## src/rtl/cpo_pkg.sv

```systemverilog
/*
 constants for the call-progress pulse output block: register indices, field positions,
 reset values and the pulse period count. assumes a 100 MHz system clock.
*/
package cpo_pkg;
  // register indices, byte address is four times the index
  localparam logic [7:0] IDX_CONTROL = 8'h01;
  localparam logic [7:0] IDX_STATUS = 8'h03;
  localparam logic [7:0] IDX_RX_ATTEN = 8'h14;
  localparam logic [7:0] IDX_TX_ATTEN = 8'h15;
  // control field positions
  localparam int CTL_PULSE_EN_BIT = 0;
  localparam int CTL_INT_PIN_EN_BIT = 1;
  localparam int CTL_MODE_LSB = 4;
  localparam int CTL_MODE_MSB = 5;
  // reset values
  localparam logic [7:0] RST_CONTROL = 8'h02;
  localparam logic [7:0] RST_ATTEN = 8'h00;
  // output mode codes
  localparam logic [1:0] MODE_DELTA_SIGMA = 2'h0;
  localparam logic [1:0] MODE_RETURN_ZERO = 2'h1;
  localparam logic [1:0] MODE_BALANCED = 2'h2;
  localparam logic [1:0] MODE_RESERVED = 2'h3;
  // pulse timing
  localparam int CLK_HZ = 100_000_000;
  localparam int PULSE_HZ = 32_000;
  localparam int PERIOD_CYC_INT = CLK_HZ / PULSE_HZ;
  localparam logic [11:0] PERIOD_CYC = PERIOD_CYC_INT[11:0];
  localparam logic [11:0] PERIOD_HALF = PERIOD_CYC_INT[12:1];
  // axi responses
  localparam logic [1:0] RESP_OKAY = 2'h0;
  localparam logic [1:0] RESP_SLVERR = 2'h2;
endpackage : cpo_pkg

```

## src/rtl/cpo_top.sv

```systemverilog
/*
 call-progress pulse output: mixes scaled receive and transmit samples and drives the
 analog monitor pin as delta-sigma, return-to-zero or balanced pulse stream.
 assumes samples and frame_sync are synchronous to CLK, an AXI4-Lite master on the bus.
*/
// Local design decision: register access over AXI4-Lite.
// Notes on behaviour
// - Receive and transmit paths are each scaled linearly by their own attenuation register.
// - An attenuation value of zero fully mutes its path in the monitor output.
// - Attenuation affects only the monitor output; line samples pass through untouched.
// - The mode field at bits 5:4 selects delta-sigma, 32 kHz return-to-zero or balanced 32 kHz output.
`timescale 1ns/10ps
module cpo_top (
  input wire logic CLK,
  input wire logic RST_N,
  input wire logic [31:0] S_AXI_AWADDR,
  input wire logic S_AXI_AWVALID,
  output logic S_AXI_AWREADY,
  input wire logic [31:0] S_AXI_WDATA,
  input wire logic [3:0] S_AXI_WSTRB,
  input wire logic S_AXI_WVALID,
  output logic S_AXI_WREADY,
  output logic [1:0] S_AXI_BRESP,
  output logic S_AXI_BVALID,
  input wire logic S_AXI_BREADY,
  input wire logic [31:0] S_AXI_ARADDR,
  input wire logic S_AXI_ARVALID,
  output logic S_AXI_ARREADY,
  output logic [31:0] S_AXI_RDATA,
  output logic [1:0] S_AXI_RRESP,
  output logic S_AXI_RVALID,
  input wire logic S_AXI_RREADY,
  input wire logic FRAME_SYNC,
  input wire logic signed [15:0] RX_SAMPLE,
  input wire logic signed [15:0] TX_SAMPLE,
  input wire logic INT_REQ,
  output logic signed [15:0] RX_LINE_OUT,
  output logic signed [15:0] TX_LINE_OUT,
  output logic ANALOG_MONITOR_PIN
);
  logic [7:0] ctl_q, ctl_d, rx_att_q, rx_att_d, tx_att_q, tx_att_d;
  logic awready_q, awready_d, wready_q, wready_d, bvalid_q, bvalid_d;
  logic arready_q, arready_d, rvalid_q, rvalid_d;
  logic [1:0] bresp_q, bresp_d, rresp_q, rresp_d;
  logic [31:0] rdata_q, rdata_d;
  logic [7:0] widx, ridx;
  logic wr_hs, rd_hs;
  logic fs_prev_q, fs_rise;
  logic signed [15:0] mix_q, mix_d, rx_line_q, tx_line_q;
  logic signed [24:0] rx_prod, tx_prod;
  logic signed [25:0] mix_sum;
  logic [15:0] level;
  logic [27:0] duty_prod;
  logic [11:0] duty_q, duty_d, cnt_q, cnt_d, half_duty;
  logic [16:0] acc_q, acc_d;
  logic pin_q, pin_d, wave;
  logic pulse_en, int_pin_en;
  logic [1:0] mode;

  assign widx = S_AXI_AWADDR[9:2];
  assign ridx = S_AXI_ARADDR[9:2];
  assign wr_hs = awready_q && wready_q;
  assign rd_hs = arready_q && S_AXI_ARVALID;
  assign pulse_en = ctl_q[cpo_pkg::CTL_PULSE_EN_BIT];
  assign int_pin_en = ctl_q[cpo_pkg::CTL_INT_PIN_EN_BIT];
  assign mode = ctl_q[cpo_pkg::CTL_MODE_MSB:cpo_pkg::CTL_MODE_LSB];
  assign fs_rise = FRAME_SYNC && !fs_prev_q;

  // bus slave: take address and data together, answer one cycle later
  always_comb begin
    awready_d = 1'b0;
    wready_d = 1'b0;
    bvalid_d = bvalid_q && !S_AXI_BREADY;
    bresp_d = bresp_q;
    ctl_d = ctl_q;
    rx_att_d = rx_att_q;
    tx_att_d = tx_att_q;
    arready_d = 1'b0;
    rvalid_d = rvalid_q && !S_AXI_RREADY;
    rresp_d = rresp_q;
    rdata_d = rdata_q;
    if (S_AXI_AWVALID && S_AXI_WVALID && !wr_hs && !bvalid_q) begin
      awready_d = 1'b1;
      wready_d = 1'b1;
    end
    if (wr_hs) begin
      bvalid_d = 1'b1;
      bresp_d = cpo_pkg::RESP_OKAY;
      unique case (widx)
        cpo_pkg::IDX_CONTROL: if (S_AXI_WSTRB[0]) ctl_d = S_AXI_WDATA[7:0] & 8'h33;
        cpo_pkg::IDX_RX_ATTEN: if (S_AXI_WSTRB[0]) rx_att_d = S_AXI_WDATA[7:0];
        cpo_pkg::IDX_TX_ATTEN: if (S_AXI_WSTRB[0]) tx_att_d = S_AXI_WDATA[7:0];
        cpo_pkg::IDX_STATUS: bresp_d = cpo_pkg::RESP_OKAY;
        default: bresp_d = cpo_pkg::RESP_SLVERR;
      endcase
    end
    if (S_AXI_ARVALID && !arready_q && !rvalid_q) begin
      arready_d = 1'b1;
    end
    if (rd_hs) begin
      rvalid_d = 1'b1;
      rresp_d = cpo_pkg::RESP_OKAY;
      unique case (ridx)
        cpo_pkg::IDX_CONTROL: rdata_d = {24'h000000, ctl_q};
        cpo_pkg::IDX_RX_ATTEN: rdata_d = {24'h000000, rx_att_q};
        cpo_pkg::IDX_TX_ATTEN: rdata_d = {24'h000000, tx_att_q};
        cpo_pkg::IDX_STATUS: rdata_d = {15'h0000, pin_q, mix_q};
        default: begin
          rdata_d = 32'h00000000;
          rresp_d = cpo_pkg::RESP_SLVERR;
        end
      endcase
    end
  end

  // bus and register flops
  always_ff @(posedge CLK) begin
    if (!RST_N) begin
      awready_q <= 1'b0;
      wready_q <= 1'b0;
      bvalid_q <= 1'b0;
      bresp_q <= cpo_pkg::RESP_OKAY;
      arready_q <= 1'b0;
      rvalid_q <= 1'b0;
      rresp_q <= cpo_pkg::RESP_OKAY;
      rdata_q <= 32'h00000000;
      ctl_q <= cpo_pkg::RST_CONTROL;
      rx_att_q <= cpo_pkg::RST_ATTEN;
      tx_att_q <= cpo_pkg::RST_ATTEN;
    end else begin
      awready_q <= awready_d;
      wready_q <= wready_d;
      bvalid_q <= bvalid_d;
      bresp_q <= bresp_d;
      arready_q <= arready_d;
      rvalid_q <= rvalid_d;
      rresp_q <= rresp_d;
      rdata_q <= rdata_d;
      ctl_q <= ctl_d;
      rx_att_q <= rx_att_d;
      tx_att_q <= tx_att_d;
    end
  end

  // linear scaling and mixing, a zero attenuation gives a zero product
  always_comb begin
    rx_prod = RX_SAMPLE * $signed({1'b0, rx_att_q});
    tx_prod = TX_SAMPLE * $signed({1'b0, tx_att_q});
    mix_sum = 26'(rx_prod) + 26'(tx_prod);
    mix_d = fs_rise ? mix_sum[24:9] : mix_q;
    level = mix_q ^ 16'h8000; // offset binary
    duty_prod = level * cpo_pkg::PERIOD_CYC;
    duty_d = (cnt_q == 12'h000) ? duty_prod[27:16] : duty_q;
    half_duty = {1'b0, duty_q[11:1]};
    cnt_d = (cnt_q == cpo_pkg::PERIOD_CYC - 12'h001) ? 12'h000 : cnt_q + 12'h001;
    acc_d = {1'b0, acc_q[15:0]} + {1'b0, level};
  end

  // mode selection and pin routing
  always_comb begin
    unique case (mode)
      cpo_pkg::MODE_DELTA_SIGMA: wave = acc_q[16];
      cpo_pkg::MODE_RETURN_ZERO: wave = cnt_q < duty_q;
      cpo_pkg::MODE_BALANCED: wave = (cnt_q + half_duty >= cpo_pkg::PERIOD_HALF) &&
                                     (cnt_q < cpo_pkg::PERIOD_HALF + half_duty);
      cpo_pkg::MODE_RESERVED: wave = 1'b0;
    endcase
    if (int_pin_en) pin_d = INT_REQ;
    else if (pulse_en) pin_d = wave;
    else pin_d = 1'b0;
  end

  // datapath flops, line samples pass unscaled
  always_ff @(posedge CLK) begin
    if (!RST_N) begin
      fs_prev_q <= 1'b0;
      mix_q <= 16'sh0000;
      duty_q <= 12'h000;
      cnt_q <= 12'h000;
      acc_q <= 17'h00000;
      pin_q <= 1'b0;
      rx_line_q <= 16'sh0000;
      tx_line_q <= 16'sh0000;
    end else begin
      fs_prev_q <= FRAME_SYNC;
      mix_q <= mix_d;
      duty_q <= duty_d;
      cnt_q <= cnt_d;
      acc_q <= acc_d;
      pin_q <= pin_d;
      rx_line_q <= RX_SAMPLE;
      tx_line_q <= TX_SAMPLE;
    end
  end

  assign S_AXI_AWREADY = awready_q;
  assign S_AXI_WREADY = wready_q;
  assign S_AXI_BVALID = bvalid_q;
  assign S_AXI_BRESP = bresp_q;
  assign S_AXI_ARREADY = arready_q;
  assign S_AXI_RVALID = rvalid_q;
  assign S_AXI_RRESP = rresp_q;
  assign S_AXI_RDATA = rdata_q;
  assign RX_LINE_OUT = rx_line_q;
  assign TX_LINE_OUT = tx_line_q;
  assign ANALOG_MONITOR_PIN = pin_q;
endmodule : cpo_top

```

## config.mk

```make
export PLATFORM = sky130hd
export DESIGN_NAME = cpo_top
export DESIGN_NICKNAME = d
export VERILOG_FILES = /design/src/rtl/cpo_pkg.sv /design/src/rtl/cpo_top.sv
export SDC_FILE = /design/constraint.sdc
export NUM_CORES = 1
export LEC_CHECK = 0
export BUFFER_PORTS_ARGS = -buffer_cell sky130_fd_sc_hd__buf_2
export CAP_MARGIN = 20
export CORE_MARGIN = 1.5
export CORE_UTILIZATION = 40
export DETAILED_ROUTE_END_ITERATION = 8
export MAX_ROUTING_LAYER = met4
export SETUP_SLACK_MARGIN = 0.05
export SYNTH_ARGS = -nofsm -noshare
export SYNTH_HDL_FRONTEND = slang
export SYNTH_SLANG_ARGS = --single-unit
```

## constraint.sdc

```tcl
create_clock -name CLK -period 6.8 [get_ports CLK]
set_clock_uncertainty 0.15 [all_clocks]
set_input_delay 0.68 -clock CLK [delete_from_list [all_inputs] [get_ports CLK]]
set_output_delay 0.68 -clock CLK [all_outputs]
set_load 0.005 [all_outputs]
```

==> flow_summary.ini, run 1 <==
[route]
routed_wl_um = 42460
dr_wl_met3_um = 1454
antenna_left = 0
vias = 13390
drc = 0
wl_met2_um = 20810
via_per_inst = 4.934
firstDrtPassIters = 5
wl_met1_um = 19150
dr.first_iter.drc_count = 697
routedWlPerCell_um = 15.64
routed.top_layer = met4

[global_route]
grt-ovfl-total = 0
grtUsageTotal = 0.1965
grt_max_degree = 76
antenna_found_initial = 2
grt_pass1_vias = 13990
grt_pass1_wl_um = 71310

[clocking]
clock_path_buffers = 2
root_buffer = clkbuf_16
hold_buffers = 0
cts_sinks = 134
clk_pin_slew_ns = 0.06
cts_tree = yes
h-tree-depth = 4
insertion_delay_ns = 0.47
numCtsBuffers = 17

[critical_path]
crit_top_cell = fa_1
crit_path_start_kind = register
cp.arrival_ns = 6.60
end_kind = register
r2r_setup_slack_ns = 0.37
crit_chain = nand2_1 > fa_1 > inv_1 > fa_1 > fa_1 > fa_1 > fa_1 > inv_1 > fa_1 > inv_1 > ha_1 > a21o_1 > a21o_1 > a21oi_1 > o31ai_1 > a21oi_4 > o21ai_2 > o41ai_2 > xnor2_1 > a21oi_1
critPathKind = reg -> reg
rr_endpoint = mix_q[15]
r2r-start = tx_att_q[1]
required_ns = 6.97
critPathSlowestCell = dfxtp_1
path_max_fanout = 18
critPathMaxStageDelay_ns = 0.90
reg2regPathDepth = 20

[synthesis]
synth_top_cell_area_share = 0.3080
synth_area_leader_cell = fa_1
ys_seq_area_frac = 0.1438
ys_warn_count = 0
synthTopCellsByArea = fa_1, ha_1, dfxtp_1
synth-edff-count = 0
syn_area_per_cell_um2 = 9.284
synthFlopType = dfxtp_1
synth_cells = 2009
async_reset_ff_frac = 0
synth_seq_cells = 134
ys_types = 72
synth_area_um2 = 18650

[timing]
tightest_slew_ns = 0.8975
setup_viol = 0
slew_violations = 0
max_freq_mhz = 155.6
hold_viol_final = 0
whs_ns = 0.2966
fin_crit_sh = 0.9453
slew_headroom = 0.4009
min_period_ns = 6.428
grt_setup_unrepaired = false
final.setup.tns_ns = 0

[power]
leakagePower_nw = 10.76
swShare = 0.2677
p_per_area_nw_per_um2 = 98.10
combPwrFrac = 0.103
switchingPower_mw = 0.5359
finalPower_mw = 2.002
p_int_mw = 1.466
pwr-share-clk = 0.486
ir_worst_vdd_uv = 182.9
seqPwrFrac = 0.411

[floorplanning]
die_h_um = 218.9
dieArea_um2 = 47930
ios = 215
floorplan.initialDensity = 0.4084
placementRows = 78
core-area_um2 = 45670
die_x_um = 218.9

[hold_path]
min_path_cells = 2
min_path_type = reg -> reg
min-delay-start = S_AXI_RDATA[9]
min_to = S_AXI_RDATA[9]

[layout]
fill_cells = 4483
layout.nets = 2764
fin_area_um2 = 20410
syn2layout_area_growth_pct = 9.418
drive_above_1_share = 0.08996
multiInputGateArea_um2 = 14170
seqCellArea_um2 = 2684

[flow_run]
drv_cap = 0

[placement]
dpl_cell_area_um2 = 19800
gp_congestion = 0.8691
portBuffers = 122
post-dp-hpwl_um = 35220

[status]
status = completed
## power groups by stage
stage	Combinational [mW]	Sequential, mW	Clock, mW
floorplan	0.130	0.837	0
finish	0.206	0.823	0.974
detailed placement	0.206	0.840	0
global route	0.235	0.826	1.04
CTS	0.207	0.823	1.01
global placement	0.201	0.839	0
## registers in the layout, summed over array words and instances (netlist names)
name / flops
duty_q: 12
S_AXI_RDATA: 17
S_AXI_RVALID: 1
S_AXI_BVALID: 1
cnt_q: 12
TX_LINE_OUT: 16
mix_q: 16
S_AXI_BRESP: 1
ctl_q: 4
ANALOG_MONITOR_PIN: 1
S_AXI_WREADY: 1
S_AXI_RRESP: 1
rx_att_q: 8
fs_prev_q: 1
S_AXI_ARREADY: 1
RX_LINE_OUT: 16
tx_att_q: 8
acc_q: 17
## per-stage QoR
step | std cells | worst slack [ns] | util
floorplan | 2025 | 0.8207 | -
global placement | 2680 | 0.3598 | 0.4334
detailed placement | 2681 | 0.3274 | 0.4335
CTS | 2712 | 0.3136 | 0.4467
global route | 2714 | 0.05415 | 0.4468
finish | 2714 | 0.3722 | 0.4468
## worst max-delay path: cells and delay by family, from the launching register on
| kind | cells | cell delay, ns |
|---|---|---|
| AO/OA/AOI/OAI | 8 | 1.36 |
| XOR/XNOR | 1 | 0.16 |
| adder cells (fa/ha/maj) | 7 | 3.37 |
| buffers and inverters | 3 | 0.14 |
| flip-flops | 1 | 0.90 |
| AND/OR/NAND/NOR | 1 | 0.16 |
## synthesized netlist by cell type (all sizes together) (28+ instances only)
| library cell | count |
|---|---|
| fa | 287 |
| nor2b | 36 |
| a21oi | 32 |
| dfxtp | 134 |
| ha | 236 |
| xnor2 | 44 |
| inv | 399 |
| mux2i | 28 |
| nor2 | 39 |
| and2 | 212 |
| nand2 | 180 |
| clkbuf | 57 |
| nand3 | 37 |
| o21ai | 46 |
## logic make-up (layout without fill, tap and decap cells)
family	count (synthesis)	count (layout)	synth area share
and+or+nand+nor	572	572	0.1623
xor gates and xnor gates	66	66	0.03099
muxes	37	37	0.02046
AOI/OAI and AO/OA	199	199	0.07601
adders and majority gates	523	523	0.4664
buffers and inverters	477	564	0.09982
other	1	19	0.0002011
DFF	134	134	0.1438
## layer usage
metal | vias up | GRT usage
li1 | 6454 | -
met1 | 6645 | 0.2479
met2 | 235 | 0.3222
met3 | 58 | 0.02980
met4 | 0 | 0.06621
met5 | - | -
## cell type report
cell class	count	share of cell area
diodes	2	0.0002452
clock inverters	14	0.008583
well taps	600	0.03679
inverters	399	0.07339
multi-input cells	1414	0.6942
clock buffers	17	0.02084
flip-flops and latches	134	0.1315
repair buffers	134	0.03446
## worst max path at each step
stage / startpoint / end / slack [ns] / cells past startpoint
final: tx_att_q[1] / mix_q[15] / 0.37 / 20
after global routing: tx_att_q[1] / mix_q[15] / 0.05 / 20
after CTS: tx_att_q[0] / mix_q[15] / 0.31 / 19
after detailed placement: tx_att_q[0] / mix_q[15] / 0.33 / 19
after global placement: RX_SAMPLE[9] / mix_q[15] / 0.36 / 22
after floorplan: TX_SAMPLE[12] / mix_q[15] / 0.82 / 21
## layout by cell type, fill, tap and decap left out, types with 5 or more instances in the layout
cell / n
ha_1: 236
o21bai_1: 7
nor3_1: 15
or3_1: 6
a31oi_1: 6
o21ai_0: 17
buf_2: 121
and3_1: 12
mux2_2: 9
nand2_1: 180
o31ai_1: 12
a21oi_1: 30
xnor2_1: 44
nor2b_1: 36
inv_1: 399
a21boi_1: 14
dfxtp_1: 133
clkbuf_16: 17
fa_1: 287
nand2b_1: 5
a211oi_1: 9
o21a_1: 9
nor2_1: 39
conb_1: 17
buf_4: 13
mux2i_1: 28
o21ai_1: 26
and2_1: 211
o211ai_1: 7
a2111oi_0: 5
xor2_1: 22
nand3_1: 37
a21o_1: 22
## what timing repair did
item                       in CTS  in global routing
gates resized for setup         0                  1
setup endpoints to repair       0                  2
buffers inserted                0                  0
Note: power is estimated with default switching activity, not from simulation.
==> run 2: changes to the inputs <==
--- a/config.mk
+++ b/config.mk
@@ -5,10 +5,11 @@
 export SDC_FILE = /design/constraint.sdc
 export NUM_CORES = 1
 export LEC_CHECK = 0
+export ABC_CLOCK_PERIOD_IN_PS = 6800
 export BUFFER_PORTS_ARGS = -buffer_cell sky130_fd_sc_hd__buf_2
 export CAP_MARGIN = 20
 export CORE_MARGIN = 1.5
-export CORE_UTILIZATION = 40
+export CORE_UTILIZATION = 45
 export DETAILED_ROUTE_END_ITERATION = 8
 export MAX_ROUTING_LAYER = met4
 export SETUP_SLACK_MARGIN = 0.05
==> run 2 against run 1 <==
Register-to-register slack improved by 0.05 ns; design area is 0.45% lower; clock-buffer cell count unchanged; die area fell by 11%; total power increased by 0.30%; cell count is 2.5% lower; flip-flop and latch count stayed put; global-route usage grew 1.9 points; first-iteration DRC count decreased by 23%; utilization grew 5.1 points; highest routed layer unchanged; sequential power barely moved; largest cell class unchanged.
==> flow_summary.ini, run 2 (synthesized netlist as in run 1, its figures left out) <==
[status]
status = completed

[layout]
fin_cells = 2645
drive_above_1_share = 0.08996
mostFrequentLayoutCell = inv_1
layout.nets = 2763
mostFrequentLayoutCells = inv_1, fa_1, ha_1
fill_cells = 3871
syn2layout_area_growth_pct = 8.922

[power]
p_per_area_nw_per_um2 = 98.84
ir_worst_vdd_uv = 184.1
leakagePower_nw = 10.75

[clocking]
post_cts_resized = 0
cts_tree = yes
cts_sinks = 134
hold_buffers = 0
clk_pin_slew_ns = 0.07
root_buffer = clkbuf_16
cts_setup_buffers = 0
numCtsBuffers = 17
h-tree-depth = 4
clock_path_buffers = 2
insertion_delay_ns = 0.50

[global_route]
grt-ovfl-total = 0
grtUsageTotal = 0.2151
grt_pass1_vias = 13610
grt_max_degree = 87
antenna_found_initial = 1
grt_use_met2 = 0.3536
grtUsageMet1 = 0.2738
top_usage_layer = met2
use_met3 = 0.03297
grt_pass1_wl_um = 68730

[critical_path]
cp.arrival_ns = 6.57
end_kind = register
crit_path_start_kind = register
path_max_fanout = 18
r2r_setup_slack_ns = 0.42
crit_family = adder cells
crit_buf_inv = 3
critPathMaxStageDelay_ns = 0.88
required_ns = 6.99
critPathSlowestCell = dfxtp_1
crit_chain = nand2_1 > fa_1 > inv_1 > fa_1 > fa_1 > fa_1 > fa_1 > inv_1 > fa_1 > inv_1 > ha_1 > a21o_1 > a21o_1 > a21oi_1 > o31ai_1 > a21oi_4 > o21ai_2 > o41ai_2 > xnor2_1 > a21oi_1
crit_top_cell = fa_1
critPathKind = reg -> reg
rr_endpoint = mix_q[15]
reg2regPathDepth = 20
r2r-start = tx_att_q[1]

[route]
routed_wl_um = 41330
dr.first_iter.drc_count = 535
via_per_inst = 5.036
firstDrtPassIters = 9
drc = 0
vias = 13320
routedWlPerCell_um = 15.62
antenna_left = 0

[timing]
hold_viol_final = 0
tightest_slew_ns = 0.8787
slew_headroom = 0.4134
fin_crit_sh = 0.9378
min_period_ns = 6.377
grt_setup_unrepaired = false
final.setup.tns_ns = 0
setup_viol = 0
max_freq_mhz = 156.8
slew_violations = 0

[placement]
post-dp-hpwl_um = 33840
dp.cells = 2611
portBuffers = 122
gp_congestion = 0.8666

[floorplanning]
placementRows = 74
ios = 215
die_x_um = 206.6
core-area_um2 = 40830
dieArea_um2 = 42680
die_h_um = 206.6
floorplan.initialDensity = 0.4568

[hold_path]
min_path_type = in -> reg
min-delay-start = FRAME_SYNC
min_to = fs_prev_q
min_path_cells = 2

[flow_run]
drv_cap = 0
run 2: stage by stage:
| stage | power [mW] | setup slack (ns) | cell area, µm² | hold slack, ns | util |
|---|---|---|---|---|---|
| 3_5_place_dp | 1.044 | 0.3319 | 19700 | 0.2913 | 0.4825 |
| 3_3_place_gp | 1.039 | 0.3825 | 19700 | 0.2813 | 0.4825 |
| 6_report | 2.008 | 0.4233 | 20320 | 0.2772 | 0.4975 |
| 2_1_floorplan | 0.9675 | 0.8207 | 18710 | 0.2961 | - |
| 4_1_cts | 2.039 | 0.3111 | 20300 | 0.2519 | 0.4973 |
| 5_1_grt | 2.097 | 0.1228 | 20320 | 0.2787 | 0.4975 |
run 2: worst max path at each step:
stage             startpoint        end  slack (ns)  cells past startpoint
6_report         tx_att_q[1]  mix_q[15]        0.42                     20
5_1_grt          tx_att_q[1]  mix_q[15]        0.12                     19
4_1_cts          tx_att_q[0]  mix_q[15]        0.31                     20
3_5_place_dp     tx_att_q[0]  mix_q[15]        0.33                     20
3_3_place_gp    RX_SAMPLE[8]  mix_q[15]        0.38                     22
2_1_floorplan  TX_SAMPLE[12]  mix_q[15]        0.82                     21
run 2: layout make-up:
class | instances | area, µm² | share of cell area
multi-input combinational | 1414 | 14170 | 0.6974
sequential | 134 | 2684 | 0.1321
inverter | 399 | 1498 | 0.07372
timing repair buffer | 133 | 695.7 | 0.03424
tap | 532 | 665.6 | 0.03276
clock buffer | 17 | 425.4 | 0.02094
clock inverter | 15 | 177.7 | 0.008745
antenna | 1 | 2.502 | 0.0001232
run 2: power by group:
part           leakage, nW  total [mW]  switching (mW)  internal [mW]
Clock                0.290       0.982           0.458          0.524
Sequential            1.09       0.822          0.0149          0.807
Combinational         9.37       0.205           0.121         0.0836
run 2: routing by layer:
metal	part of all wire	up-vias	wire (µm)
li1	-	6452	-
met1	0.46	6637	18880
met2	0.49	188	20360
met3	0.033	42	1355
met4	0.018	0	730
met5	0	-	0
==> run 3: changes to the inputs <==
--- a/config.mk
+++ b/config.mk
@@ -8,7 +8,7 @@
 export ABC_CLOCK_PERIOD_IN_PS = 6800
 export BUFFER_PORTS_ARGS = -buffer_cell sky130_fd_sc_hd__buf_2
 export CAP_MARGIN = 20
-export CORE_MARGIN = 1.5
+export CORE_MARGIN = 1
 export CORE_UTILIZATION = 45
 export DETAILED_ROUTE_END_ITERATION = 8
 export MAX_ROUTING_LAYER = met4
==> run 3 against run 2 <==
Via count is 0.17% lower; cell count is essentially flat; non-clock buffer count is the same; die area down 0.97%; total power is 1.4% lower; first-iteration DRC count increased by 12%; sequential power about the same; clock-buffer cell count up 2; critical endpoint unchanged; highest routed layer unchanged.
==> flow_summary.ini, run 3 (synthesized netlist as in run 1, its figures left out) <==
[global_route]
grt_max_degree = 87
grtUsageTotal = 0.2190
grt_pass1_vias = 13860
antenna_found_initial = 0
grt-ovfl-total = 0
grt_pass1_wl_um = 69210

[clocking]
root_buffer = clkbuf_16
cts_sinks = 134
insertion_delay_ns = 0.48
clk_pin_slew_ns = 0.07
cts_tree = yes
numCtsBuffers = 17
h-tree-depth = 4
hold_buffers = 0
post_cts_resized = 0
cts_setup_buffers = 0
clock_path_buffers = 2

[timing]
grt_setup_unrepaired = false
hold_viol_final = 0
final.setup.tns_ns = 0
slew_violations = 0
max_freq_mhz = 156.1
fin_crit_sh = 0.9421
setup_viol = 0
slew_headroom = 0.4075
tightest_slew_ns = 0.8875
min_period_ns = 6.406

[layout]
multiInputGateArea_um2 = 14170
mostFrequentLayoutCell = inv_1
seqCellArea_um2 = 2684
drive_above_1_share = 0.08996
layout.nets = 2763
syn2layout_area_growth_pct = 8.835
fin_area_um2 = 20300
fill_cells = 3774
mostFrequentLayoutCells = inv_1, fa_1, ha_1
diodes = 0

[route]
routedWlPerCell_um = 15.73
vias = 13300
routed_wl_um = 41600
drc = 0
via_per_inst = 5.029
firstDrtPassIters = 5
dr.first_iter.drc_count = 599
antenna_left = 0

[critical_path]
critPathSlowestCell = dfxtp_1
cp.arrival_ns = 6.59
end_kind = register
critPathKind = reg -> reg
required_ns = 6.99
crit_chain = nand2_1 > fa_1 > inv_1 > fa_1 > fa_1 > fa_1 > fa_1 > inv_1 > fa_1 > inv_1 > ha_1 > a21o_1 > a21oi_1 > o31ai_1 > a21oi_4 > o21ai_2 > o41ai_2 > xnor2_1 > a21oi_1
crit_path_start_kind = register
critPathMaxStageDelay_ns = 0.88
crit_top_cell = fa_1
path_max_fanout = 18

[power]
seqPwrFrac = 0.415
switchingPower_mw = 0.5578
swShare = 0.2818
pwr-share-clk = 0.481
combPwrFrac = 0.104
leakagePower_nw = 10.74
p_per_area_nw_per_um2 = 97.51
ir_worst_vdd_uv = 188.7
p_int_mw = 1.422

[floorplanning]
floorplan.initialDensity = 0.4568
die_h_um = 205.6
die_x_um = 205.6
ios = 215
placementRows = 74
core-area_um2 = 40830
dieArea_um2 = 42270

[flow_run]
drv_cap = 0

[placement]
gp_congestion = 0.8639
portBuffers = 122
dpl_cell_area_um2 = 19690
post-dp-hpwl_um = 34180

[hold_path]
min_path_type = reg -> reg

[status]
status = completed
==> run 3: cell types whose count changed in the layout (fill, tap and decap cells not counted), moves of 2 or more <==
| cell | previous run | this run |
|---|---|---|
| clkbuf_8 | 0 | 2 |
| clkinv_8 | 2 | 0 |
| clkinvlp_4 | 2 | 4 |
| inv_6 | 4 | 6 |
| inv_8 | 5 | 1 |
==> run 3: routing by layer <==
metal | vias to the layer above | share of wire | global-route usage
met1 | 6587 | 0.45 | 0.2738
met5 | - | 0 | -
met3 | 52 | 0.030 | 0.03104
li1 | 6448 | - | -
met2 | 210 | 0.49 | 0.3610
met4 | 0 | 0.025 | 0.07778
==> run 3: power groups by stage <==
stage / Combinational, mW / Sequential (mW) / Clock, mW
after floorplan: 0.130 / 0.837 / 0
after global placement: 0.199 / 0.839 / 0
after detailed placement: 0.204 / 0.840 / 0
after CTS: 0.205 / 0.822 / 0.988
after global routing: 0.232 / 0.825 / 1.01
final: 0.206 / 0.822 / 0.952
==> run 3: critical path: cells and delay by family (launching register included) <==
kind	cells	cell delay (ns)
xor+xnor	1	0.15
fa+ha+maj	7	3.44
simple gates	1	0.22
flops	1	0.88
compound gates	7	1.14
buf+inv	3	0.24
==> run 3: layout make-up <==
class / instances / share of cell area
clock buffers: 19 / 0.02231
clock inverters: 13 / 0.006534
inverters: 399 / 0.07378
multi-input cells: 1414 / 0.6979
flip-flops and latches: 134 / 0.1322
well taps: 532 / 0.03279
repair buffers: 133 / 0.03446
==> run 3: worst paths after layout <==
check / depth (start not counted) / endpoint / start / slack, ns
min reg2reg: 2 / S_AXI_RDATA[11] / S_AXI_RDATA[11] / 0.29
min: 2 / S_AXI_RDATA[11] / S_AXI_RDATA[11] / 0.29
max reg2reg: 19 / mix_q[15] / tx_att_q[1] / 0.39
max: 19 / mix_q[15] / tx_att_q[1] / 0.39
==> run 3: stage by stage <==
stage | instances | worst slack, ns | hold WS (ns) | util | power [mW]
after CTS | 2642 | 0.3379 | 0.2546 | 0.4967 | 2.015
after detailed placement | 2610 | 0.3363 | 0.2876 | 0.4823 | 1.043
after global placement | 2610 | 0.3667 | 0.2852 | 0.4823 | 1.038
final | 2644 | 0.3939 | 0.2938 | 0.4972 | 1.979
after floorplan | 2025 | 0.8207 | 0.2961 | - | 0.9675
after global routing | 2644 | 0.1112 | 0.2957 | 0.4972 | 2.071
